$ cat src/pkg/lfb_consts.svh
// Register offsets, field positions and reset values of the legacy link byte buffer
`ifndef LFB_CONSTS_SVH
`define LFB_CONSTS_SVH

// ==========================================================
// Register offsets
`define LFB_ADDR_MATCH_TWO 8'h24
`define LFB_ADDR_RX_BYTE 8'h28
`define LFB_ADDR_MATCH_ONE 8'h29
`define LFB_ADDR_CTRL 8'h2A
`define LFB_ADDR_STATUS 8'h2B
`define LFB_ADDR_MASK 8'h2C
`define LFB_ADDR_TX_BYTE 8'h2D

// ==========================================================
// Control field positions
`define LFB_CTRL_DESTUFF 0
`define LFB_CTRL_HDLC_TX 1
`define LFB_CTRL_STUFF 4
`define LFB_CTRL_MF_LOAD 5
`define LFB_CTRL_USED 8'h33

// ==========================================================
// Status and mask field positions
`define LFB_ST_MATCH 2
`define LFB_ST_TX_EMPTY 3
`define LFB_ST_RX_FULL 4
`define LFB_ST_USED 8'h1C

// ==========================================================
// Reset values and counts
`define LFB_RST_BYTE 8'h00
`define LFB_RST_CTRL 8'h00
`define LFB_RST_MASK 8'h00
`define LFB_RST_STATUS 8'h00
`define LFB_RUN_LIMIT 3'h5
`define LFB_RUN_SAT 3'h6
`define LFB_BIT_LAST 3'h7
`define LFB_IDLE_BIT 1'b1

`endif

$ cat src/pkg/lfb_pkg.sv
// Types shared by the legacy link byte buffer
package lfb_pkg;

  // ==========================================================
  // Transmit serialiser states
  typedef enum logic {
    LFB_TX_WAIT_SLOT,
    LFB_TX_SHIFT
  } lfb_tx_state_e;

  typedef logic [7:0] lfb_byte_t;

endpackage

$ cat src/pkg/lfb_rx_if.sv
// Receive path bundle between the buffer top and its destuffing shifter
`timescale 1ns/100ps
interface lfb_rx_if;
  logic line_bit;
  logic strobe;
  logic destuff_en;
  lfb_pkg::lfb_byte_t rx_data;
  logic done;

  modport path (
    input line_bit,
    input strobe,
    input destuff_en,
    output rx_data,
    output done
  );

  modport top (
    output line_bit,
    output strobe,
    output destuff_en,
    input rx_data,
    input done
  );
endinterface

$ cat src/hdl/lfb_top.sv
// Legacy facility data link byte buffer: receive byte, match, transmit byte, stuffing
// How it works
// - Each received link bit shifts into the receive byte, first bit lands in lsb.
// - After eight received bits the receive-full status flag is set.
// - With its mask set, a full receive buffer pulls the interrupt pin low.
// - A received byte equal to either match byte sets the match flag.
// - With its mask set, a match pulls the interrupt pin low.
// - With destuff enabled, a zero after exactly five ones is dropped.
// - A zero after six or more ones is never dropped.
// - The transmit byte is sent as the link bits of the outgoing stream.
// - Transmit byte is serialised lsb first into the link bit slots.
// - After eight bits leave, the transmit-empty flag is set.
// - With its mask set, an empty transmit buffer pulls the interrupt pin low.
// - Without a rewrite, the old transmit byte is sent again.
// - With stuffing enabled, a zero is inserted after five ones in a row.
// - Transmit link takes one source only, legacy buffer or hdlc controller.
`timescale 1ns/100ps
`include "lfb_consts.svh"
module lfb_top (
  // Clock and reset
  input wire logic sys_clk_i,
  input wire logic srst_i,
  // Register port
  input wire logic [7:0] addr_i,
  input wire logic [7:0] wr_data_i,
  input wire logic wr_i,
  input wire logic rd_i,
  output logic [7:0] rd_data_o,
  // Receive link bit timing
  input wire logic rx_link_bit_i,
  input wire logic rx_link_strobe_i,
  // Transmit link bit timing
  input wire logic tx_link_strobe_i,
  input wire logic tx_mf_boundary_i,
  input wire logic hdlc_tx_bit_i,
  output logic tx_link_bit_o,
  // Interrupt
  output logic int_n_o
);

  // ==========================================================
  // Receive path
  lfb_rx_if rx_bus ();

  assign rx_bus.line_bit = rx_link_bit_i;
  assign rx_bus.strobe = rx_link_strobe_i;

  lfb_rx_path u_rx_path (
    .sys_clk_i(sys_clk_i),
    .srst_i(srst_i),
    .rx(rx_bus.path)
  );

  // ==========================================================
  // Register file
  lfb_pkg::lfb_byte_t rx_link_match_one;
  lfb_pkg::lfb_byte_t next_rx_link_match_one;
  lfb_pkg::lfb_byte_t rx_link_match_two;
  lfb_pkg::lfb_byte_t next_rx_link_match_two;
  lfb_pkg::lfb_byte_t rx_link_byte;
  lfb_pkg::lfb_byte_t next_rx_link_byte;
  lfb_pkg::lfb_byte_t tx_link_byte;
  lfb_pkg::lfb_byte_t next_tx_link_byte;
  logic [7:0] ctrl;
  logic [7:0] next_ctrl;
  logic [7:0] status;
  logic [7:0] next_status;
  logic [7:0] mask;
  logic [7:0] next_mask;
  logic [7:0] rd_data;
  logic [7:0] next_rd_data;
  logic [7:0] set_bits;
  logic [7:0] clr_bits;
  logic rx_hit;
  logic tx_empty_ev;

  // Destuffer enable comes straight from the control register
  assign rx_bus.destuff_en = ctrl[`LFB_CTRL_DESTUFF];

  // Match against the freshly assembled byte, not the held one
  assign rx_hit = (rx_bus.rx_data == rx_link_match_one) || (rx_bus.rx_data == rx_link_match_two);

  // Register next values; a flag set in the same cycle as its clear-on-read survives
  always_comb begin
    next_rx_link_match_one = rx_link_match_one;
    next_rx_link_match_two = rx_link_match_two;
    next_rx_link_byte = rx_link_byte;
    next_tx_link_byte = tx_link_byte;
    next_ctrl = ctrl;
    next_mask = mask;
    next_rd_data = 8'h00;
    set_bits = 8'h00;
    clr_bits = 8'h00;
    if (wr_i) begin
      case (addr_i)
        `LFB_ADDR_MATCH_ONE: next_rx_link_match_one = wr_data_i;
        `LFB_ADDR_MATCH_TWO: next_rx_link_match_two = wr_data_i;
        `LFB_ADDR_TX_BYTE: next_tx_link_byte = wr_data_i;
        `LFB_ADDR_CTRL: next_ctrl = wr_data_i & `LFB_CTRL_USED;
        `LFB_ADDR_MASK: next_mask = wr_data_i & `LFB_ST_USED;
        default: next_ctrl = ctrl;
      endcase
    end
    if (rd_i) begin
      case (addr_i)
        `LFB_ADDR_MATCH_ONE: next_rd_data = rx_link_match_one;
        `LFB_ADDR_MATCH_TWO: next_rd_data = rx_link_match_two;
        `LFB_ADDR_RX_BYTE: next_rd_data = rx_link_byte;
        `LFB_ADDR_TX_BYTE: next_rd_data = tx_link_byte;
        `LFB_ADDR_CTRL: next_rd_data = ctrl;
        `LFB_ADDR_MASK: next_rd_data = mask;
        `LFB_ADDR_STATUS: begin
          next_rd_data = status;
          clr_bits = status;
        end
        default: next_rd_data = 8'h00;
      endcase
    end
    // Overwrites an unread byte; the host must keep up
    if (rx_bus.done) begin
      next_rx_link_byte = rx_bus.rx_data;
      set_bits[`LFB_ST_RX_FULL] = 1'b1;
      set_bits[`LFB_ST_MATCH] = rx_hit;
    end
    set_bits[`LFB_ST_TX_EMPTY] = tx_empty_ev;
    next_status = (status & ~clr_bits) | set_bits;
  end

  // Register storage
  always_ff @(posedge sys_clk_i) begin
    if (srst_i) begin
      rx_link_match_one <= `LFB_RST_BYTE;
      rx_link_match_two <= `LFB_RST_BYTE;
      rx_link_byte <= `LFB_RST_BYTE;
      tx_link_byte <= `LFB_RST_BYTE;
      ctrl <= `LFB_RST_CTRL;
      mask <= `LFB_RST_MASK;
      status <= `LFB_RST_STATUS;
      rd_data <= 8'h00;
    end else begin
      rx_link_match_one <= next_rx_link_match_one;
      rx_link_match_two <= next_rx_link_match_two;
      rx_link_byte <= next_rx_link_byte;
      tx_link_byte <= next_tx_link_byte;
      ctrl <= next_ctrl;
      mask <= next_mask;
      status <= next_status;
      rd_data <= next_rd_data;
    end
  end

  assign rd_data_o = rd_data;

  // Shared active-low interrupt from masked sticky flags
  assign int_n_o = ~|(status & mask);

  // ==========================================================
  // Transmit serialiser
  lfb_pkg::lfb_tx_state_e tx_state;
  lfb_pkg::lfb_tx_state_e next_tx_state;
  lfb_pkg::lfb_byte_t tx_shreg;
  lfb_pkg::lfb_byte_t next_tx_shreg;
  lfb_pkg::lfb_byte_t tx_src;
  logic [2:0] tx_cnt;
  logic [2:0] next_tx_cnt;
  logic [2:0] tx_ones;
  logic [2:0] next_tx_ones;
  logic tx_bit;
  logic next_tx_bit;
  logic tx_slot_ok;
  logic tx_stuff_now;
  logic tx_legacy;

  assign tx_legacy = !ctrl[`LFB_CTRL_HDLC_TX];
  assign tx_stuff_now = ctrl[`LFB_CTRL_STUFF] && (tx_ones == `LFB_RUN_LIMIT);
  // Multiframe load holds a new byte back until the boundary strobe
  assign tx_slot_ok = !ctrl[`LFB_CTRL_MF_LOAD] || tx_mf_boundary_i;
  // A byte slot copies the register, so an unwritten register is simply resent
  assign tx_src = (tx_state == lfb_pkg::LFB_TX_WAIT_SLOT) ? tx_link_byte : tx_shreg;

  // Next bit on each framer request; the run of ones carries across byte slots
  always_comb begin
    next_tx_state = tx_state;
    next_tx_shreg = tx_shreg;
    next_tx_cnt = tx_cnt;
    next_tx_ones = tx_ones;
    next_tx_bit = tx_bit;
    tx_empty_ev = 1'b0;
    if (tx_link_strobe_i) begin
      if (!tx_legacy) begin
        next_tx_bit = hdlc_tx_bit_i;
        next_tx_state = lfb_pkg::LFB_TX_WAIT_SLOT;
        next_tx_cnt = 3'h0;
        next_tx_ones = 3'h0;
      end else if (tx_stuff_now) begin
        next_tx_bit = 1'b0;
        next_tx_ones = 3'h0;
      end else begin
        case (tx_state)
          lfb_pkg::LFB_TX_WAIT_SLOT: begin
            if (tx_slot_ok) begin
              next_tx_bit = tx_src[0];
              next_tx_shreg = {1'b0, tx_src[7:1]};
              next_tx_ones = tx_src[0] ? tx_ones + 3'h1 : 3'h0;
              next_tx_cnt = 3'h1;
              next_tx_state = lfb_pkg::LFB_TX_SHIFT;
            end else begin
              next_tx_bit = `LFB_IDLE_BIT;
              next_tx_ones = 3'h0;
            end
          end
          lfb_pkg::LFB_TX_SHIFT: begin
            next_tx_bit = tx_src[0];
            next_tx_shreg = {1'b0, tx_src[7:1]};
            next_tx_ones = tx_src[0] ? tx_ones + 3'h1 : 3'h0;
            if (tx_cnt == `LFB_BIT_LAST) begin
              next_tx_cnt = 3'h0;
              next_tx_state = lfb_pkg::LFB_TX_WAIT_SLOT;
              tx_empty_ev = 1'b1;
            end else begin
              next_tx_cnt = tx_cnt + 3'h1;
            end
          end
          default: begin
            next_tx_state = lfb_pkg::LFB_TX_WAIT_SLOT;
            next_tx_cnt = 3'h0;
          end
        endcase
      end
    end
  end

  // Serialiser storage
  always_ff @(posedge sys_clk_i) begin
    if (srst_i) begin
      tx_state <= lfb_pkg::LFB_TX_WAIT_SLOT;
      tx_shreg <= `LFB_RST_BYTE;
      tx_cnt <= 3'h0;
      tx_ones <= 3'h0;
      tx_bit <= `LFB_IDLE_BIT;
    end else begin
      tx_state <= next_tx_state;
      tx_shreg <= next_tx_shreg;
      tx_cnt <= next_tx_cnt;
      tx_ones <= next_tx_ones;
      tx_bit <= next_tx_bit;
    end
  end

  assign tx_link_bit_o = tx_bit;
endmodule

$ cat src/hdl/lfb_rx_path.sv
// Receive shifter with zero destuffer for the legacy link byte buffer
`timescale 1ns/100ps
`include "lfb_consts.svh"
module lfb_rx_path (
  // Clock and reset
  input wire logic sys_clk_i,
  input wire logic srst_i,
  // Link side bundle
  lfb_rx_if.path rx
);

  lfb_pkg::lfb_byte_t shreg;
  lfb_pkg::lfb_byte_t next_shreg;
  lfb_pkg::lfb_byte_t data;
  lfb_pkg::lfb_byte_t next_data;
  logic [2:0] cnt;
  logic [2:0] next_cnt;
  logic [2:0] ones;
  logic [2:0] next_ones;
  logic done;
  logic next_done;
  logic take;

  assign rx.rx_data = data;
  assign rx.done = done;

  // Next state: ones run count saturates so six or more never trigger a drop
  always_comb begin
    next_shreg = shreg;
    next_data = data;
    next_cnt = cnt;
    next_ones = ones;
    next_done = 1'b0;
    take = 1'b0;
    if (rx.strobe) begin
      if (rx.line_bit) begin
        next_ones = (ones == `LFB_RUN_SAT) ? `LFB_RUN_SAT : ones + 3'h1;
        take = 1'b1;
      end else begin
        next_ones = 3'h0;
        take = !(rx.destuff_en && (ones == `LFB_RUN_LIMIT));
      end
      if (take) begin
        next_shreg = {rx.line_bit, shreg[7:1]};
        if (cnt == `LFB_BIT_LAST) begin
          next_cnt = 3'h0;
          next_data = {rx.line_bit, shreg[7:1]};
          next_done = 1'b1;
        end else begin
          next_cnt = cnt + 3'h1;
        end
      end
    end
  end

  // Registers
  always_ff @(posedge sys_clk_i) begin
    if (srst_i) begin
      shreg <= `LFB_RST_BYTE;
      data <= `LFB_RST_BYTE;
      cnt <= 3'h0;
      ones <= 3'h0;
      done <= 1'b0;
    end else begin
      shreg <= next_shreg;
      data <= next_data;
      cnt <= next_cnt;
      ones <= next_ones;
      done <= next_done;
    end
  end
endmodule

$ cat config.mk
export PLATFORM = sky130hd
export DESIGN_NAME = lfb_top
export DESIGN_NICKNAME = d
export VERILOG_FILES = /design/src/pkg/lfb_pkg.sv /design/src/pkg/lfb_rx_if.sv /design/src/hdl/lfb_top.sv /design/src/hdl/lfb_rx_path.sv
export VERILOG_INCLUDE_DIRS = /design/src /design/src/pkg
export SDC_FILE = /design/constraint.sdc
export NUM_CORES = 1
export LEC_CHECK = 0
export ABC_CLOCK_PERIOD_IN_PS = 5500
export BUFFER_PORTS_ARGS = -buffer_cell sky130_fd_sc_hd__buf_2
export CORE_MARGIN = 2
export CORE_UTILIZATION = 38
export CTS_CLUSTER_DIAMETER = 60
export DETAILED_ROUTE_END_ITERATION = 7
export HOLD_SLACK_MARGIN = 0.15
export PLACE_DENSITY = 0.66
export SYNTH_ARGS = -nofsm -noshare
export SYNTH_HDL_FRONTEND = slang
export SYNTH_SLANG_ARGS = --single-unit
$ cat constraint.sdc
create_clock -name sys_clk_i -period 5.5 [get_ports sys_clk_i]
set_clock_uncertainty 0.05 [all_clocks]
set_input_delay 1.65 -clock sys_clk_i [delete_from_list [all_inputs] [get_ports sys_clk_i]]
set_output_delay 1.65 -clock sys_clk_i [all_outputs]
set_load 0.01 [all_outputs]
Yosys cells after proc, flatten, opt, wreduce, memory -nomap -nowiden:

Index checks and enable logic that the tools add are counted.

* bits in registers: 94
* bits of input ports: 25
* logic and storage cells: 107

* add/subtract/negate cells: 4
* equality and inequality tests: 17
* mux-type cells: 38
* bitwise operators: 10
* reductions and logical operators: 20

Operator list (number)
* $eq 8x6->1 const B: 7
* $pmux 8 s7: 1
* $mux 3: 11
* $mux 8: 4
* $mux 1: 17
* $eq 8x8->1: 2
* $pmux 8 s2: 1
* $eq 3x3->1 const B: 5
* $reduce_and 2->1: 7
* $add 3x1->3 const B: 4
* $pmux 3 s2: 2
* $and 8x5->8: 1
* $and 8x8->8: 1
* $not 8->8: 1
* $or 8x5->8: 1
* $reduce_or 8->1: 1
* $not 1->1: 6
* $reduce_and 3->1: 2
* $ne 2x2->1 const B: 2
* $pmux 1 s2: 2
* $reduce_and 4->1: 1
* $logic_not 1->1: 3
* $ne 3x3->1 const B: 1
* $reduce_or 3->1: 1
* 3 further kinds: 5

Longest topological paths before layout:

* word-level depth: 7
* gate-level depth with buffers: 8
* gate-level depth less buffers: 6

By module:

Synthesis repeated with hierarchy kept, for this count alone.

* cells, all modules: 447
* area total of the unflattened synthesis: 4235.3 µm²

Modules (own cells, without submodules)
* lfb_top: instances 1, cells an instance 338, area an instance 3306.9 µm², sequential area each 1401.3 µm²
* lfb_rx_path: instances 1, cells an instance 109, area an instance 928.4 µm², sequential area each 440.4 µm²

Least setup slack after synthesis:

No wires, ideal clock.

* path kind: input to register
* start point: in addr_i[4]
* end point: reg rx_link_match_one[5]
* library setup time: 128 ps
* arrival time: 3162 ps
* setup slack: 2160 ps
* stages on the path: 5
* buffers on the path: 1
* path through: or4b_1 > buf_6 > nor4_4 > mux2i_1 > nor2_1

* cells in the longest elaborated chain, start to end: 2

RTL lines
* from (decl): line lfb_top.sv:24 `input wire logic [7:0] addr_i,`
* $eq 8x6->1: line lfb_top.sv:95 `case (addr_i)`
* $reduce_and 2->1 (no source line)
* to (signal assigned): line lfb_top.sv:132 `` rx_link_match_one <= `LFB_RST_BYTE; ``
* to (signal assigned): line lfb_top.sv:141 `rx_link_match_one <= next_rx_link_match_one;`
* to (decl): line lfb_top.sv:56 `lfb_pkg::lfb_byte_t rx_link_match_one;`

Every way passes these cells.
A chain may end at the register's enable or synchronous reset.

Worst setup path after layout:

Ends and elaborated chain as after synthesis.

==> key figures <==
Synth
  – Number of unique standard cell types used by synthesis: 45
  – Register bit total from synthesis: between 90 and 100
  – Top area cells in the synthesized netlist: dfxtp_1, mux2i_1, nor2_1
  – Prevailing post-synth register cell: dfxtp_1
  – Post-synth net total: roughly 500
  – Area fraction in and, or, nand and nor cells after synthesis: 0.207
  – Cell taking the most area after synthesis: dfxtp_1
  – Share of synthesized area spent on multiplexers: 0.144
  – Post-Synthesis Cell Area: about 4200 um2
  – Main combinational cell family by area after synthesis: simple AND/OR/NAND/NOR gates
  – Proportion of netlist area held by the largest area contributor: 0.442
  – Yosys synthesis warning count: 0
  – Share of the synthesized netlist area taken by xor and xnor gates: 0.0337
  – Complex-gate fraction of the synthesized area: 0.111
  – Number of flops mapped to enable cells by yosys: 0
  – Asr flop ratio synth: 0
  – Average cell area after synthesis: 9.13 um2
  – Sequential element share of the synthesized area: 0.442
  – Synthesized-area fraction occupied by adder cells: 0.0271
  – Mapped Cells: roughly 460

STA
  – Final hold violation count: 0
  – Number of pins exceeding their max-slew limit in the final report: 0
  – Unrepaired setup endpoints after global routing: false
  – Worst max-slew margin expressed relative to the limit: 0.501
  – Shortest period the worst path allows: roughly 3300 ps
  – Fin crit share: 0.605
  – Maximum clock frequency: 300 MHz
  – Worst hold slack after final layout: between 400 and 500 ps
  – Transition time at the pin with the least slew margin: about 740 ps
  – Final critical-path setup slack: 2170 ps
  – TNS Setup: 0 ps
  – Final setup fails: 0

Route
  – Vias after detailed routing: between 3000 and 4000
  – Via count normalized by instance count: 5.44
  – Router iterations before antenna repair: 6
  – Met2 wire len: 4670 um
  – Final routed DRC violation total: 0
  – Number of violations reported at the end of detailed-routing iteration 0: 215
  – Max Used Layer: met4
  – Overall routed net length: 9840 um
  – Wire length per cell: 15.9 um
  – Post-DRT Antenna Nets: 0
  – Length of routed wiring on met1: between 4000 and 5000 um
  – Met3 routed wirelength: approximately 610 um

Worst setup path
  – CP Capture Type: register
  – Worst-path cell chain: buf_2, or4b_1, nor4_4, mux2i_1, nor2_1
  – Critical register-to-register path endpoint: u_rx_path.rx.rx_data[0]
  – Type of element launching the critical path: input pin
  – Worst R2R Path Depth: 5
  – Standard cell with the maximum stage delay on the critical path: or4b_1
  – Worst reg2reg setup slack: approximately 3600 ps
  – Startpoint of the lowest-slack register-to-register path: u_rx_path.ones[0]
  – Highest cell delay on the worst timing path: ~730 ps
  – Kind of critical path: input pin to register
  – Launching element of the worst setup path: addr_i[4]
  – Largest fanout of any net on the critical path: 10
  – Signal arrival time at the worst endpoint: 3530 ps
  – Worst Path Required: around 5700 ps

Status
  – Status: finished, final reports clean

Placement
  – Cell Count Post-Placement: between 600 and 700
  – Worst setup timing slack at the placement stage: 1760 ps
  – Final Wtd Congestion: 0.806
  – Half-perimeter wire length of the detailed placement result: 7210 um
  – Number of buffer cells added on primary ports: 34

CTS
  – Worst-skew pair later-pin latency: between 300 and 400 ps
  – Clock Sinks: between 90 and 100
  – Number of setup buffers added after CTS: 0
  – CTS tree: built
  – Hold buffers post-CTS: 0
  – Clk buf depth: 2
  – Number of gates given a new drive strength after cts: 0
  – H-tree depth reported by CTS: 3
  – Clock-pin slew on the worst setup and hold paths: 90 ps
  – Number of CTS-inserted buffers: 9
  – Root Buffer: clkbuf_8

Die
  – Floorplan core area: around 11000 um2
  – Die area: 11800 um2
  – # IOs: 35
  – Initial cell density of the core: 0.387
  – Y dimension of the die: between 100 and 150 um
  – Core Rows: 38
  – Die outline width: 109 um

Global routing
  – Global-route wire length before repair: 15900 um
  – Antenna violations before repair: 0
  – Largest net degree at the start of global routing: 46
  – Gr usage total: 0.176
  – Global route overflow: 0
  – Number of global-route vias before repair: around 3100

Cells and area
  – Net count, final: about 500
  – Cell Count, Final, Fillers Out: around 620
  – Fraction of layout cells with a size suffix above 1: 0.127
  – Relative area change from synthesis to final layout: 10.1%
  – Fillers: 1061
  – Most common cell after layout, fill and taps aside: dfxtp_1
  – Top library cells by usage in the layout, fill and taps aside: dfxtp_1, nor2_1, mux2i_1
  – Antenna Diode Count: 0

Worst hold path
  – Number of stages on the worst hold path: 2
  – Worst Hold End: u_rx_path.cnt[2]
  – Startpoint of the lowest-slack hold path: u_rx_path.cnt[2]
  – Min-delay worst type: register to register

Run
  – Max-cap violations: 0

Power and ir drop
  – Post-route total power: between 1 and 1.5 mW
  – Power per standard cell area: 255 nW/um2
  – Cell leakage power: 1.74 nW
  – Highest ir drop seen on vdd: 0.145 mV
==> per-stage QoR <==
stage,util,cell area (um2)
finish,0.427,4580
global route,0.427,4580
CTS,0.427,4580
detailed placement,0.410,4410
global placement,0.410,4410
floorplan,-,4160
==> worst max path at each step <==
stage / slack, ps / to
after floorplan: 2160 / rx_link_match_one[5]
after global placement: 1850 / rx_link_match_one[3]
after detailed placement: 1760 / rx_link_match_one[5]
after CTS: 2170 / rx_link_match_one[5]
after global routing: 2020 / ctrl[4]
final: 2170 / rx_link_match_one[5]
==> cells by family (layout without fill, tap and decap cells) <==
| logic type | Yosys count | in the layout |
|---|---|---|
| compound gates | 76 | 76 |
| xor+xnor | 16 | 16 |
| fa+ha+maj | 9 | 9 |
| buf+inv | 36 | 59 |
| flops | 92 | 92 |
| mux | 57 | 57 |
| simple gates | 170 | 170 |
==> flip-flops by register name, indices dropped and copies added, names as in the netlist <==
| register | cells |
|---|---|
| ctrl | 4 |
| mask | 3 |
| rd_data_o | 8 |
| rx_link_byte | 8 |
| rx_link_match_one | 8 |
| rx_link_match_two | 8 |
| status | 8 |
| tx_cnt | 3 |
| tx_link_bit_o | 1 |
| tx_link_byte | 8 |
| tx_ones | 3 |
| tx_shreg | 7 |
| tx_state | 1 |
| u_rx_path.cnt | 3 |
| u_rx_path.ones | 3 |
| u_rx_path.rx.done | 1 |
| u_rx_path.rx.rx_data | 8 |
| u_rx_path.shreg | 7 |
==> metal layers <==
layer	vias to the layer above	track usage
met5	-	0
met4	0	0.0458
met3	13	0.0508
met2	96	0.290
met1	1603	0.226
li1	1658	-
==> area by class of cell <==
cell class	instances	area, um2	area share
Clock buffer	10	128	0.0278
Clock inverter	6	50.0	0.0109
Inverter	7	26.3	0.00573
Tap cell	140	175	0.0382
Sequential cell	92	1840	0.402
Multi-Input combinational cell	328	2180	0.475
Timing Repair Buffer	36	185	0.0404
==> critical path, delay by kind of cell <==
| family | cells | cell delay [ps] |
|---|---|---|
| buffers and inverters | 1 | 110 |
| and+or+nand+nor | 3 | 1490 |
| muxes | 1 | 280 |
==> synthesized netlist by cell type (4+ instances only) <==
| library cell | count |
|---|---|
| inv_1 | 7 |
| clkbuf_1 | 27 |
| nand3_1 | 21 |
| ha_1 | 9 |
| a31oi_1 | 4 |
| nor2_1 | 56 |
| nor3_1 | 4 |
| a211oi_1 | 7 |
| nor4_1 | 5 |
| a21oi_1 | 41 |
| nand2b_1 | 4 |
| mux2_2 | 4 |
| dfxtp_1 | 92 |
| nor2b_1 | 5 |
| nand4_1 | 11 |
| o21ai_0 | 7 |
| xnor2_1 | 16 |
| a32oi_1 | 4 |
| nand3b_1 | 6 |
| nand4b_1 | 5 |
| mux2i_1 | 51 |
| nand2_1 | 34 |
| and3_1 | 7 |
==> power by group <==
part | internal, mW | leakage [nW] | switching (mW)
clock network | 0.169 | 0.0884 | 0.247
registers | 0.673 | 0.744 | 0.00898
logic | 0.0246 | 0.910 | 0.0458
(Power assumes the default switching activity.)
